### src/shared/dram_training_timing_defs.vh
// Timing constants for the training-mode model of the DRAM device.
`ifndef DRAM_TRAINING_TIMING_DEFS_VH
`define DRAM_TRAINING_TIMING_DEFS_VH
`define SYS_CLK_PS              5000
`define ASYNC_READBACK_DELAY_PS 20000
`define ASYNC_READBACK_CYC      (`ASYNC_READBACK_DELAY_PS / `SYS_CLK_PS)
`define WL_FEEDBACK_DELAY_PS    20000
`define WL_FEEDBACK_CYC         (`WL_FEEDBACK_DELAY_PS / `SYS_CLK_PS)
`define TERM_ON_LATENCY_PS      20000
`define TERM_ON_CYC             ((`TERM_ON_LATENCY_PS + `SYS_CLK_PS - 1) / `SYS_CLK_PS)
`define TERM_OFF_LATENCY_PS     20000
`define TERM_OFF_CYC            ((`TERM_OFF_LATENCY_PS + `SYS_CLK_PS - 1) / `SYS_CLK_PS)
`define VREF_HC_ENABLE_PS       200000
`define VREF_HC_ENABLE_CYC      (`VREF_HC_ENABLE_PS / `SYS_CLK_PS)
`define VREF_HC_DISABLE_PS      100000
`define VREF_HC_DISABLE_CYC     (`VREF_HC_DISABLE_PS / `SYS_CLK_PS)
`define SYNC_LATENCY_CYC        3
`define CNT_W                   8
`define DQ_W                    8
`endif

### src/design/delay_timer.v
// Loadable down-counter that pulses when its count expires.
`timescale 1ns/100ps
`default_nettype none
module delay_timer
(
    input  wire        clk,
    input  wire        rst_n,
    input  wire        load,
    input  wire [7:0]  count,
    output wire        busy,
    output reg         done
);
    reg [7:0] remain;

    always @(posedge clk)
    begin
        if (!rst_n)
        begin
            remain <= 8'h00;
            done   <= 1'b0;
        end
        else if (load)
        begin
            remain <= count;
            done   <= 1'b0;
        end
        else
        begin
            done <= (remain == 8'h01);
            if (remain != 8'h00)
                remain <= remain - 8'h01;
        end
    end

    assign busy = (remain != 8'h00);
endmodule // delay_timer
`default_nettype wire

### src/design/dram_training_timing.v
// Device-side training logic: command-bus readback, write-level feedback, termination, vref mode.
`timescale 1ns/100ps
`default_nettype none
`include "dram_training_timing_defs.vh"
module dram_training_timing
(
    input  wire       CLK_SYS,
    input  wire       RST_N,
    input  wire       CK,
    input  wire       CKE,
    input  wire       CS,
    input  wire [5:0] CA,
    input  wire       DQS,
    input  wire       CBT_MODE,
    input  wire       WL_MODE,
    input  wire       VREF_HC_REQ,
    output reg  [7:0] DQ_OUT,
    output reg        DQ_OE_N,
    output reg        TERM_ON,
    output reg        VREF_HC_ACTIVE,
    output wire       VREF_HC_BUSY
);
    // ****************************************************************
    // Input synchronisers
    // ****************************************************************
    reg [4:0] meta;
    reg [4:0] sync;
    reg [4:0] prev;
    reg [5:0] ca_meta;
    reg [5:0] ca_sync;

    always @(posedge CLK_SYS)
    begin
        if (!RST_N)
        begin
            // Clock enable idles high, so its stages reset high and no false edge follows.
            meta    <= 5'h02;
            sync    <= 5'h02;
            prev    <= 5'h02;
            ca_meta <= 6'h00;
            ca_sync <= 6'h00;
        end
        else
        begin
            meta    <= {VREF_HC_REQ, DQS, CS, CKE, CK};
            sync    <= meta;
            prev    <= sync;
            ca_meta <= CA;
            ca_sync <= ca_meta;
        end
    end

    wire ck_s       = sync[0];
    wire cke_s      = sync[1];
    wire cs_rise    = sync[2] & ~prev[2];
    wire dqs_rise   = sync[3] & ~prev[3];
    wire cke_change = sync[1] ^ prev[1];
    wire vref_req   = sync[4];

    // ****************************************************************
    // Counter loads cut to the counter width
    // ****************************************************************
    // Three cycles pass between a pin edge and the logic that acts on it.
    localparam [31:0] readback_load = `ASYNC_READBACK_CYC;
    localparam [31:0] wl_done_load  = `WL_FEEDBACK_CYC - `SYNC_LATENCY_CYC;
    localparam [31:0] term_on_load  = `TERM_ON_CYC - 1;
    localparam [31:0] term_off_load = `TERM_OFF_CYC - 1;
    localparam [31:0] vref_on_load  = `VREF_HC_ENABLE_CYC - `SYNC_LATENCY_CYC;
    localparam [31:0] vref_off_load = `VREF_HC_DISABLE_CYC - `SYNC_LATENCY_CYC;

    wire [7:0] readback_count = readback_load[7:0];
    wire [7:0] wl_done_count  = wl_done_load[7:0];
    wire [7:0] term_on_count  = term_on_load[7:0];
    wire [7:0] term_off_count = term_off_load[7:0];
    wire [7:0] vref_on_count  = vref_on_load[7:0];
    wire [7:0] vref_off_count = vref_off_load[7:0];

    // ****************************************************************
    // Command-bus training readback
    // ****************************************************************
    reg  [5:0] cbt_sample;
    wire       cbt_busy;
    wire       cbt_done;

    // A new sample restarts the timer, so only the last one is reported.
    wire cbt_take = CBT_MODE & ~cke_s & cs_rise;

    always @(posedge CLK_SYS)
    begin
        if (!RST_N)
            cbt_sample <= 6'h00;
        else if (cbt_take)
            cbt_sample <= ca_sync;
    end

    delay_timer u_cbt_timer
    (
        .clk   (CLK_SYS),
        .rst_n (RST_N),
        .load  (cbt_take),
        .count (readback_count),
        .busy  (cbt_busy),
        .done  (cbt_done)
    );

    // ****************************************************************
    // Write-leveling feedback
    // ****************************************************************
    reg       wl_level;
    reg [7:0] wl_cnt;
    reg       wl_pend;

    always @(posedge CLK_SYS)
    begin
        if (!RST_N)
        begin
            wl_level <= 1'b0;
            wl_cnt   <= 8'h00;
            wl_pend  <= 1'b0;
        end
        else if (WL_MODE && dqs_rise)
        begin
            wl_level <= ck_s;
            wl_cnt   <= 8'h01;
            wl_pend  <= 1'b1;
        end
        else if (wl_pend)
        begin
            wl_cnt  <= wl_cnt + 8'h01;
            wl_pend <= (wl_cnt < wl_done_count);
        end
    end

    // The synchroniser uses most of the feedback window, so the answer follows one cycle later.
    wire wl_ready = wl_pend & (wl_cnt >= wl_done_count);

    always @(posedge CLK_SYS)
    begin
        if (!RST_N)
        begin
            DQ_OUT  <= 8'h00;
            DQ_OE_N <= 1'b1;
        end
        else if (cbt_done)
        begin
            DQ_OUT  <= {2'h0, cbt_sample};
            DQ_OE_N <= 1'b0;
        end
        else if (WL_MODE && wl_ready)
        begin
            DQ_OUT  <= {8{wl_level}};
            DQ_OE_N <= 1'b0;
        end
        else if (!CBT_MODE && !WL_MODE)
            DQ_OE_N <= 1'b1;
    end

    // ****************************************************************
    // Termination latency from clock-enable edges
    // ****************************************************************
    reg [7:0] term_cnt;
    reg       term_target;

    always @(posedge CLK_SYS)
    begin
        if (!RST_N)
        begin
            term_cnt    <= 8'h00;
            term_target <= 1'b0;
            TERM_ON     <= 1'b0;
        end
        else if (CBT_MODE && cke_change)
        begin
            term_target <= ~cke_s;
            term_cnt    <= cke_s ? term_off_count : term_on_count;
        end
        else if (term_cnt != 8'h00)
            term_cnt <= term_cnt - 8'h01;
        else
            TERM_ON <= term_target;
    end

    // ****************************************************************
    // Vref high-current mode switching
    // ****************************************************************
    reg [7:0] vref_cnt;

    always @(posedge CLK_SYS)
    begin
        if (!RST_N)
        begin
            vref_cnt       <= 8'h00;
            VREF_HC_ACTIVE <= 1'b0;
        end
        else if (vref_req != VREF_HC_ACTIVE)
        begin
            if (vref_cnt == (vref_req ? vref_on_count : vref_off_count))
            begin
                VREF_HC_ACTIVE <= vref_req;
                vref_cnt       <= 8'h00;
            end
            else
                vref_cnt <= vref_cnt + 8'h01;
        end
        else
            vref_cnt <= 8'h00;
    end

    assign VREF_HC_BUSY = (vref_req != VREF_HC_ACTIVE) | cbt_busy;
endmodule // dram_training_timing
`default_nettype wire

### config.mk
export PLATFORM = sky130hd
export DESIGN_NAME = dram_training_timing
export DESIGN_NICKNAME = d
export VERILOG_FILES = /design/src/design/delay_timer.v /design/src/design/dram_training_timing.v
export VERILOG_INCLUDE_DIRS = /design/src /design/src/shared
export SDC_FILE = /design/constraint.sdc
export NUM_CORES = 1
export LEC_CHECK = 0
export ABC_AREA = 1
export BUFFER_PORTS_ARGS = -buffer_cell sky130_fd_sc_hd__buf_4
export CORE_MARGIN = 10
export CORE_UTILIZATION = 40
export CTS_CLUSTER_SIZE = 10
export DETAILED_ROUTE_END_ITERATION = 7
export PLACE_DENSITY = 0.54
export SYNTH_ARGS = -nofsm -noshare
export SYNTH_HDL_FRONTEND = slang
export SYNTH_HIERARCHICAL = 1
export SYNTH_SLANG_ARGS = --single-unit
### constraint.sdc
create_clock -name CLK_SYS -period 3 [get_ports CLK_SYS]
set_clock_uncertainty 0.1 [all_clocks]
set_input_delay 0.15 -clock CLK_SYS [delete_from_list [all_inputs] [get_ports CLK_SYS]]
set_output_delay 0.15 -clock CLK_SYS [all_outputs]
set_load 0.02 [all_outputs]
# After elaboration in Yosys (flattened, before gate mapping)

Index checks and enable logic that the tools add are counted.

Bits in registers: 78
Bits of input ports: 15
Output and inout port bits: 12
Logic and storage cells: 79

Add/sub/neg operators: 4
Order comparisons: 2
Equal/unequal tests: 3
Muxes and demuxes: 14
Bitwise operators: 14
Reductions and logical operators: 20

Operator list:

| operator                                                              | count |
|---|---|
| 6-bit two-way mux                                                     | 3 |
| 8-bit by 1-bit adder with 8-bit output, second input constant         | 2 |
| 8-bit nonzero test                                                    | 2 |
| 8-bit by 1-bit subtractor with 8-bit output, second input constant    | 2 |
| 8-bit by 1-bit == test with 1-bit output, second input constant       | 1 |
| 8-bit by 6-bit == test with 1-bit output                              | 1 |
| 8-bit by 1-bit >= comparator with 1-bit output, second input constant | 1 |
| 8-bit by 1-bit < comparator with 1-bit output, second input constant  | 1 |
| 2-bit nonzero test                                                    | 4 |
| 2-bit OR reduction                                                    | 4 |
| 1-bit two-way mux                                                     | 7 |
| 1-bit inverter                                                        | 7 |
| 3-bit two-way mux                                                     | 2 |
| 1-bit AND                                                             | 5 |
| 1-bit logical AND                                                     | 4 |
| 2-bit two-way mux                                                     | 2 |
| 2-bit AND reduction                                                   | 2 |
| 3-bit nonzero test                                                    | 1 |
| 3-bit OR reduction                                                    | 1 |
| 1-bit logical NOT                                                     | 2 |
| 1-bit inequality test                                                 | 1 |
| 1-bit OR                                                              | 1 |
| 1-bit bitwise XOR                                                     | 1 |

# Depth between registers and ports, before layout

Gate-level depths: netlist (run 1).

Word-level depth: 5
Depth in mapped cells: 10

# Modules after synthesis

Netlist (run 1), hierarchy kept.

Modules (own cells, without submodules):

| module               | times used | cells each | area an instance (sq um) |
|---|---|---|---|
| dram_training_timing | 1          | 354        | 2775.2 |
| delay_timer          | 1          | 79         | 551.8 |

# Worst setup path after synthesis (run 1)

OpenSTA, ideal clock, no wires.

Path kind: register to output
Start: reg u_cbt_timer.remain[0]
End: out VREF_HC_BUSY
Data arrival time: 1.221 ns
Required time: 2.750 ns
Path slack: 1.529 ns
Cell stages (with the launch flop): 7
Cells stage by stage: dfxtp_1 > inv_1 > ha_1 > nand3_2 > nor2_4 > inv_1 > or2_2

Cells in the longest elaborated chain, start to end: 2

RTL lines:

| what                   | line                       | text |
|---|---|---|
| from (decl)            | delay_timer.v:13           | `reg [7:0] remain;` |
| from (signal assigned) | delay_timer.v:24           | `remain <= count;` |
| from (signal assigned) | delay_timer.v:31           | `remain <= remain - 8'h01;` |
| 8-bit nonzero test     | delay_timer.v:35           | `assign busy = (remain != 8'h00);` |
| net cbt_busy           | dram_training_timing.v:82  | `wire cbt_busy;` |
| 1-bit OR               | dram_training_timing.v:209 | `assign VREF_HC_BUSY = (vref_req != VREF_HC_ACTIVE) \| cbt_busy;` |
| to (decl)              | dram_training_timing.v:21  | `output wire VREF_HC_BUSY` |

The timed path passes the listed nets, and every way through them passes these cells.

# Worst setup path in the final report (run 1)

Ends and elaborated chain as after synthesis.

==> results of run 1 <==
==> Yosys cell counts, types with 7 or more instances <==
library cell	number	share of area, %
nor2_2	7	1.3
nand2_1	77	8.7
dfxtp_1	77	46
a21oi_1	25	3.8
o21ai_0	17	2.6
inv_2	10	1.1
nand2_2	7	1.3
nor3_1	7	1.1
nand3_1	21	3.2
inv_1	62	7.0
nor2_1	54	6.1
o21ai_1	7	1.1
xor2_1	7	1.8
a21oi_2	7	1.8
ha_1	9	3.4
==> logic make-up after synthesis <==
| family | count (synthesis) | synth area share [%] |
|---|---|---|
| compound gates | 61 | 10.38 |
| simple gates | 194 | 27.30 |
| fa+ha+maj | 9 | 3.385 |
| buf+inv | 81 | 10.00 |
| xor+xnor | 9 | 2.369 |
| flops | 77 | 46.33 |
| other cells | 2 | 0.2257 |
==> cell type report <==
cell class / count / area, sq um / area share [%]
clock buffer: 11 / 151.4 / 3.860
clock inverter: 4 / 47.55 / 1.212
timing repair buffer: 37 / 305.3 / 7.783
sequential: 77 / 1541 / 39.30
inverter: 72 / 270.3 / 6.890
tap: 105 / 131.4 / 3.349
multi-input combinational: 281 / 1475 / 37.61
==> state kept, by name, indices dropped and copies added (netlist names), 6 cells and up <==
register            cells
DQ_OUT                  7
wl_cnt                  8
u_cbt_timer/remain      8
ca_sync                 6
ca_meta                 6
vref_cnt                8
cbt_sample              6
term_cnt                8
==> tightest hold or removal path, cell delays in order <==
cell and delay [ns]:
buf_4 0.12, nor2_1 0.09, o211ai_1 0.09, nand2_1 0.06
==> repair_timing <==
action / in CTS / in global routing
resized for setup: 0 / 0
endpoints found under the setup margin: 0 / 0
hold endpoints to repair: 11 / 0
hold buffers: 11 / 0
setup buffers: 0 / 0
==> where the power goes <==
part | internal, uW | switching [uW] | leakage (uW)
Clock | 423 | 372 | 0.000101
Combinational | 342 | 503 | 0.00114
Sequential | 1140 | 80.1 | 0.000630
==> through the flow <==
stage | instance area [sq um] | worst slack, ns | util, %
2_1_floorplan | 3349 | 1.529 | -
3_3_place_gp | 3613 | 1.311 | 44.20
3_5_place_dp | 3613 | 1.278 | 44.20
4_1_cts | 3923 | 0.9345 | 47.98
5_1_grt | 3923 | 0.8534 | 47.98
6_report | 3923 | 0.9728 | 47.98
==> how the worst max path moves through the flow <==
stage / startpoint / end / depth (start not counted)
finish: u_cbt_timer/remain[0]$_SDFFE_PN0P_ / VREF_HC_BUSY / 7
global placement: sync[1]$_SDFF_PN1_ / u_cbt_timer/remain[0]$_SDFFE_PN0P_ / 8
floorplan: u_cbt_timer/remain[0]$_SDFFE_PN0P_ / VREF_HC_BUSY / 6
CTS: u_cbt_timer/remain[0]$_SDFFE_PN0P_ / VREF_HC_BUSY / 7
detailed placement: sync[1]$_SDFF_PN1_ / u_cbt_timer/remain[0]$_SDFFE_PN0P_ / 8
global route: u_cbt_timer/remain[0]$_SDFFE_PN0P_ / VREF_HC_BUSY / 7
==> routing by layer <==
| metal | vias up | wire [um] | GRT usage, % |
|---|---|---|---|
| li1 | 1419 | - | - |
| met1 | 1112 | 3105 | 12.16 |
| met2 | 25 | 2608 | 15.04 |
| met3 | 6 | 184 | 3.030 |
| met4 | 0 | 80 | 3.856 |
| met5 | - | 0 | 0 |
==> qor.txt, run 1 <==
Filler cells: 806
Clock latency at the later pin of the worst-skew pair: 0.34 ns
CTS H-tree depth: 3
Routed wire length: 5979 um
Clock-pin slew on the worst setup and hold paths: 0.08 ns
Synth unique cells: 33
Dpl cells: 561
Max-cap viol count: 0
DRC Markers: 0
Max incr delay on CP: 0.35 ns
Most frequent CP cell: inv_1
EDFF count, synth: 0
Die W: 111.2 um
Sink Count: 77
Core area: 0.008175 sq mm
Max Clk Rate: 493.3 MHz
Synth Cell Area: 0.003327 sq mm
Post-Layout Cell Count: 587
Synthesis-stage register bit count: 77
Syn Area/Cell: 7.683 sq um
Register-to-register setup slack: 1.27 ns
Vias/cell: 4.365
Tot GR Track Use: 9.698%
Fin. Hold Viols: 0
Final ANT Viol Nets: 0
Crit Path Category: reg2out
Number of global-route vias before repair: 2,396
RSZ-0062 raised after global routing: no
Drt initial violations: 77
CP startpoint kind: flop
Hold Crit Class: in2reg
Initial antenna violation count: 0
Worst-path cell chain: inv_1 -> ha_1 -> nand3_2 -> nor2_4 -> inv_1 -> or2_2 -> buf_4
R2R cell count: 7
Worst Hold Depth: 4
CTS Buf Count: 9
Slowest CP cell: dfxtp_1
Synth warnings: 6
Drt wl/cell: 10.19 um
CTS Buffer Depth: 2
Detailed placement HPWL: 4138 um
WP data arrival: 1.78 ns
Total number of vias: 2,562
CTS tree: yes
Total negative slack: 0 ns
Final Wtd Congestion: 0.7869
Antenna Cells: 0
Area delta synth->final: 17.90%
Layout cells sized above 1: 18.26%
Sequential area share after synthesis: 46.33%
Io pins: 27
Fin crit period: 2.027 ns
Leakage: 0.001871 uW
Worst Path Buf+Inv: 3
Worst-path maximum fanout: 4
Crit Reg-Reg Startpoint: sync[1]$_SDFF_PN1_
Root buffer cell: clkbuf_8
Crit path max-delay family: simple AND/OR/NAND/NOR gates
Worst Hold Launch: WL_MODE
Final setup fails: 0
Total die area: 0.01237 sq mm
Synth Flop Type: dfxtp_1
Max VDD drop: 0.3512 mV
Total power: 2859 uW
Row count: 33
WHS: 0.1021 ns
Largest net degree at the start of global routing: 45
Outcome: complete, no violations
Die height: 111.2 um
Quantity of I/O buffers inserted on ports: 26
Congestion Overflow GR: 0
Final Max Slew Viols: 0
Reg2reg end: u_cbt_timer/remain[1]$_SDFFE_PN0P_
First-pass GRT wire length: 10,380 um
PD cells: 729.0 mW/mm^2
Synth Instances: 433
# nets final: 502
Fin crit share: 67.57%
Initial Util: 40.69%
TritonRoute pass-1 iters: 4
Commonest non-fill, non-tap cells in the layout: dfxtp_1, nand2_1, inv_1
Hold EP: DQ_OE_N$_SDFFE_PN1P_
Ys async rst share: 0%
CP Capture Type: primary output
Critical Path RT: 2.75 ns
Power figures use the tool's default switching activity.
==> run 2: changes to the inputs <==
==> constraint.sdc (replaced) <==
create_clock -name CLK_SYS -period 1.9 [get_ports CLK_SYS]
set_clock_uncertainty 0.1 [all_clocks]
set_input_delay 0.095 -clock CLK_SYS [delete_from_list [all_inputs] [get_ports CLK_SYS]]
set_output_delay 0.095 -clock CLK_SYS [all_outputs]
set_load 0.02 [all_outputs]
==> qor.txt, run 2 (synthesized netlist as in run 1, its figures left out) <==
Crit Reg-Reg Startpoint: term_cnt[0]$_SDFFE_PN0N_
Worst Hold Launch: WL_MODE
Tot GR Track Use: 9.709%
Congestion Overflow GR: 0
Vias/cell: 4.386
CTS tree: yes
Filler cells: 821
Die W: 111.2 um
Io pins: 27
Total number of vias: 2,601
Row count: 33
Largest net degree at the start of global routing: 41
# nets final: 507
Critical Path RT: 1.70 ns
Area delta synth->final: 18.92%
CP startpoint kind: flop
Max VDD drop: 0.4706 mV
Met3 wire length: 196 um
Uppermost layer routed: met4
Crit Path Category: reg2out
Total power: 4495 uW
TritonRoute pass-1 iters: 4
CTS Buffer Depth: 2
Root buffer cell: clkbuf_8
WP data arrival: 1.60 ns
CTS Buf Count: 9
First-pass GRT wire length: 10,410 um
Die height: 111.2 um
Clock latency at the later pin of the worst-skew pair: 0.34 ns
Routed wire length: 5876 um
Antenna Cells: 0
Power share of the sequential group: 43.0%
Fin. Hold Viols: 0
R2R cell count: 7
M1 WL: 3092 um
NetSw: 1527 uW
Final Max Slew Viols: 0
Met2 WL: 2466 um
Total die area: 0.01237 sq mm
Initial Util: 40.69%
Final Wtd Congestion: 0.8000
Layout cells sized above 1: 19.47%
Final instance area: 0.003956 sq mm
Hold Crit Class: in2reg
Detailed placement HPWL: 4180 um
Switching Share: 33.98%
CP Capture Type: primary output
RSZ-0062 raised after global routing: no
Worst-path maximum fanout: 4
Max Clk Rate: 556.2 MHz
DRC Markers: 0
Worst Hold Depth: 4
Initial antenna violation count: 0
Outcome: complete, no violations
Final ANT Viol Nets: 0
Core area: 0.008175 sq mm
Max-cap viol count: 0
Post-layout util: 48.39%
CTS H-tree depth: 3
Clock-pin slew on the worst setup and hold paths: 0.08 ns
Hold EP: DQ_OE_N$_SDFFE_PN1P_
Total negative slack: 0 ns
Quantity of I/O buffers inserted on ports: 26
Register-to-register setup slack: 0.31 ns
Fin crit period: 1.798 ns
Comb pwr share: 30.5%
Most common cell after layout, fill and taps aside: nand2_1
Cell Area, Placed: 0.003636 sq mm
Clock power share: 26.6%
Internal Power: 2968 uW
Drt wl/cell: 9.909 um
Fin crit share: 94.63%
PD cells: 1136 mW/mm^2
Drt initial violations: 75
Leakage: 0.001885 uW
Final setup fails: 0
Commonest non-fill, non-tap cells in the layout: nand2_1, dfxtp_1, inv_1
Number of global-route vias before repair: 2,451
Sink Count: 77
Reg2reg end: term_cnt[6]$_SDFFE_PP0P_
==> run 2: cell count changes in the layout (fill, tap and decap cells not counted), sizes merged <==
cell and delta:
buf +4, clkinv +1, dlygate4sd3 +1, clkinvlp +1, clkbuf -1
==> run 2: what timing repair did <==
item | 4_1_cts | 5_1_grt
cloned | 0 | 0
pin swaps | 1 | 0
hold buffers | 12 | 0
gates resized for setup | 1 | 2
endpoints found under the hold margin | 12 | 0
buffers inserted | 1 | 0
endpoints found under the setup margin | 1 | 1
==> run 2: layer usage <==
layer  GRT usage, %  vias to the layer above
li1               -                     1437
met1          12.22                     1124
met2          14.73                       30
met3          2.435                       10
met4          5.398                        0
met5              0                        -
==> run 2: worst max-delay path, cell delays in order (launching register included) <==
cell and delay, ns:
dfxtp_2 0.34, inv_2 0.09, ha_1 0.17, nand3_2 0.09
nor2_4 0.09, inv_1 0.04, or2_2 0.28, buf_4 0.16
==> run 2: power groups by stage <==
stage | Clock, uW | Sequential (uW) | Combinational [uW]
2_1_floorplan | 0 | 1970 | 1020
3_3_place_gp | 0 | 1960 | 1320
3_5_place_dp | 0 | 1960 | 1330
4_1_cts | 1240 | 1930 | 1380
5_1_grt | 1310 | 1960 | 1570
6_report | 1190 | 1930 | 1370
==> run 2: stage by stage <==
| stage | hold slack [ns] | setup slack, ns | std cells |
|---|---|---|---|
| after global placement | 0.1824 | 0.3587 | 564 |
| after CTS | 0.01758 | 0.06142 | 593 |
| after floorplan | 0.09263 | 0.4838 | 439 |
| after global routing | 0.03169 | 0.003386 | 593 |
| after detailed placement | 0.1811 | 0.3211 | 564 |
| final | 0.01902 | 0.1021 | 593 |
==> run 2: cell type report <==
class	count	area [sq um]	share of cell area (%)
Clock inverter	6	63.81	1.613
Multi-Input combinational cell	281	1475	37.29
Sequential cell	77	1543	38.99
Tap cell	105	131.4	3.321
Timing Repair Buffer	42	345.3	8.729
Clock buffer	10	127.6	3.226
Inverter	72	270.3	6.831
==> run 2: worst max-delay path by stage <==
stage | slack (ns) | startpoint | cells after the start | end
CTS | 0.06 | u_cbt_timer/remain[1]$_SDFFE_PN0P_ | 7 | VREF_HC_BUSY
detailed placement | 0.32 | u_cbt_timer/remain[0]$_SDFFE_PN0P_ | 7 | VREF_HC_BUSY
global route | 0.003 | u_cbt_timer/remain[0]$_SDFFE_PN0P_ | 7 | VREF_HC_BUSY
floorplan | 0.48 | u_cbt_timer/remain[0]$_SDFFE_PN0P_ | 6 | VREF_HC_BUSY
global placement | 0.36 | u_cbt_timer/remain[0]$_SDFFE_PN0P_ | 7 | VREF_HC_BUSY
finish | 0.10 | u_cbt_timer/remain[0]$_SDFFE_PN0P_ | 7 | VREF_HC_BUSY
==> run 3: changes to the inputs <==
--- a/config.mk
+++ b/config.mk
@@ -10,9 +10,10 @@
 export BUFFER_PORTS_ARGS = -buffer_cell sky130_fd_sc_hd__buf_4
 export CORE_MARGIN = 10
 export CORE_UTILIZATION = 40
+export CTS_BUF_LIST = sky130_fd_sc_hd__clkbuf_16
 export CTS_CLUSTER_SIZE = 10
 export DETAILED_ROUTE_END_ITERATION = 7
-export PLACE_DENSITY = 0.54
+export PLACE_DENSITY = 0.56
 export SYNTH_ARGS = -nofsm -noshare
 export SYNTH_HDL_FRONTEND = slang
 export SYNTH_HIERARCHICAL = 1
==> constraint.sdc (replaced) <==
create_clock -name CLK_SYS -period 1.4 [get_ports CLK_SYS]
set_clock_uncertainty 0.1 [all_clocks]
set_input_delay 0.07 -clock CLK_SYS [delete_from_list [all_inputs] [get_ports CLK_SYS]]
set_output_delay 0.07 -clock CLK_SYS [all_outputs]
set_load 0.02 [all_outputs]
==> qor.txt, run 3 (synthesized netlist as in run 1, its figures left out) <==
Outcome: finished with violations
Failing checks: negative setup slack
Crit path max-delay family: simple AND/OR/NAND/NOR gates
WP data arrival: 1.40 ns
Total number of vias: 2,667
GRT met3 Usage: 2.489%
Number of global-route vias before repair: 2,473
Root buffer cell: clkbuf_16
Slowest CP cell: dfxtp_1
Final instance area: 0.004453 sq mm
First-pass GRT wire length: 10,700 um
CP startpoint kind: flop
Setup Slack @ Placement: -0.06283 ns
Clock-pin slew on the worst setup and hold paths: 0.06 ns
PD cells: 1728 mW/mm^2
Worst Path Buf+Inv: 2
Total negative slack: -0.1688 ns
CP Launch Point: u_cbt_timer/remain[6]$_SDFFE_PN0P_
Fin worst setup slack: -0.1688 ns
Drt wl/cell: 10.58 um
Final Max Slew Viols: 0
Crit Reg-Reg Startpoint: u_cbt_timer/remain[1]$_SDFFE_PN0P_
Clock power share: 33.8%
Final ANT Viol Nets: 0
Die height: 111.2 um
Final Wtd Congestion: 0.7999
Fin crit share: 112.1%
Critical Path RT: 1.23 ns
Area delta synth->final: 33.85%
Fin crit period: 1.569 ns
Dpl cells: 579
Io pins: 27
Antenna Cells: 0
Quantity of I/O buffers inserted on ports: 26
Comb pwr share: 32.1%
Layout cells sized above 1: 29.25%
Tot GR Track Use: 10.06%
Grt met1 use: 12.14%
Initial Util: 40.69%
TritonRoute pass-1 iters: 4
Max VDD drop: 0.7481 mV
CTS H-tree depth: 3
Commonest non-fill, non-tap cells in the layout: nand2_1, dfxtp_1, inv_1
Hold Crit Class: in2reg
Core area: 0.008175 sq mm
Max incr delay on CP: 0.34 ns
Leakage: 0.002083 uW
NetSw: 2384 uW
Switching Share: 30.98%
Met2 global-route usage: 16.26%
Grt peak-use layer: met2
Post-Layout Cell Count: 611
Die W: 111.2 um
Clock latency at the later pin of the worst-skew pair: 0.32 ns
DRC Markers: 0
Crit Path Category: reg2out
Max-cap viol count: 0
Cell Area, Placed: 0.003749 sq mm
Post-layout util: 54.47%
Initial antenna violation count: 0
Drt initial violations: 58
Worst-path maximum fanout: 3
CP Capture Type: primary output
Detailed placement HPWL: 4415 um
Vias/cell: 4.365
Largest net degree at the start of global routing: 23
Most common cell after layout, fill and taps aside: nand2_1
Filler cells: 768
Routed wire length: 6467 um
Row count: 33
CTS tree: yes
CTS Buf Count: 9
RSZ-0062 raised after global routing: yes
Power share of the sequential group: 34.2%
Sink Count: 77
Worst-path cell chain: nor2_2 -> nand2_2 -> nor2_4 -> inv_1 -> or2_4 -> buf_6
Worst Hold Launch: RST_N
Max Clk Rate: 637.4 MHz
# nets final: 525
Congestion Overflow GR: 0
Internal Power: 5313 uW
Final setup fails: 1
CTS Buffer Depth: 2
Total die area: 0.01237 sq mm
Fin. Hold Viols: 0
[run 3: changes by cell type in the layout (fill, tap and decap cells not counted), moves of 5 or more]
cell,change
dfxtp_1,-5
inv_2,+7
clkbuf_8,-9
nand3_1,-9
nand3_2,+7
inv_1,-6
buf_4,+16
clkbuf_16,+9
[run 3: layer usage]
| layer | routed length [um] | share of wire, % |
|---|---|---|
| met4 | 82 | 1.3 |
| met2 | 2988 | 46 |
| met3 | 189 | 2.9 |
| met5 | 0 | 0 |
| met1 | 3206 | 50 |
[run 3: metrics by stage]
stage | total power (uW) | hold WS, ns
floorplan | 4061 | 0.06763
global placement | 4643 | 0.1527
detailed placement | 4677 | 0.1550
CTS | 7549 | 0.001905
global route | 8193 | 0.02579
finish | 7697 | 0.006380
[run 3: final timing paths]
path,end,slack (ns),depth (start not counted)
max,VREF_HC_BUSY,-0.17,6
min,wl_pend$_SDFF_PN0_,0.006,3
max reg2reg,u_cbt_timer/remain[5]$_SDFFE_PN0P_,0.03,8
min reg2reg,sync[1]$_SDFF_PN1_,0.31,1
[run 3: power by group through the flow]
stage	registers, uW	logic [uW]	clock network, uW
after global routing	2660	2760	2770
after CTS	2610	2250	2680
after floorplan	2680	1380	0
after detailed placement	2650	2030	0
final	2630	2470	2600
after global placement	2640	2000	0
[run 3: timing repair]
action | in CTS | in global routing
hold buffers | 11 | 0
hold endpoints to repair | 11 | 0
pin swaps | 8 | 8
endpoints found under the setup margin | 21 | 28
resized for setup | 17 | 37
buffers inserted | 2 | 2
cloned | 1 | 0
[run 3: cell type report]
class                      count  area (sq um)  area share, %
clock buffer                   9         225.2          5.058
inverter                      72         270.3          6.069
timing repair buffer          59         478.0          10.73
sequential                    77          1551          34.84
multi-input combinational    282          1682          37.76
clock inverter                 7         115.1          2.585
tap                          105         131.4          2.950
[run 3: worst register-to-register path, cell delays in order, from the launching register on]
cell	delay, ns
dfxtp_2	0.33
inv_2	0.05
ha_4	0.16
nand3_4	0.06
nor2_4	0.03
buf_4	0.14
nor2_4	0.20
nand3_2	0.10
a21oi_2	0.13
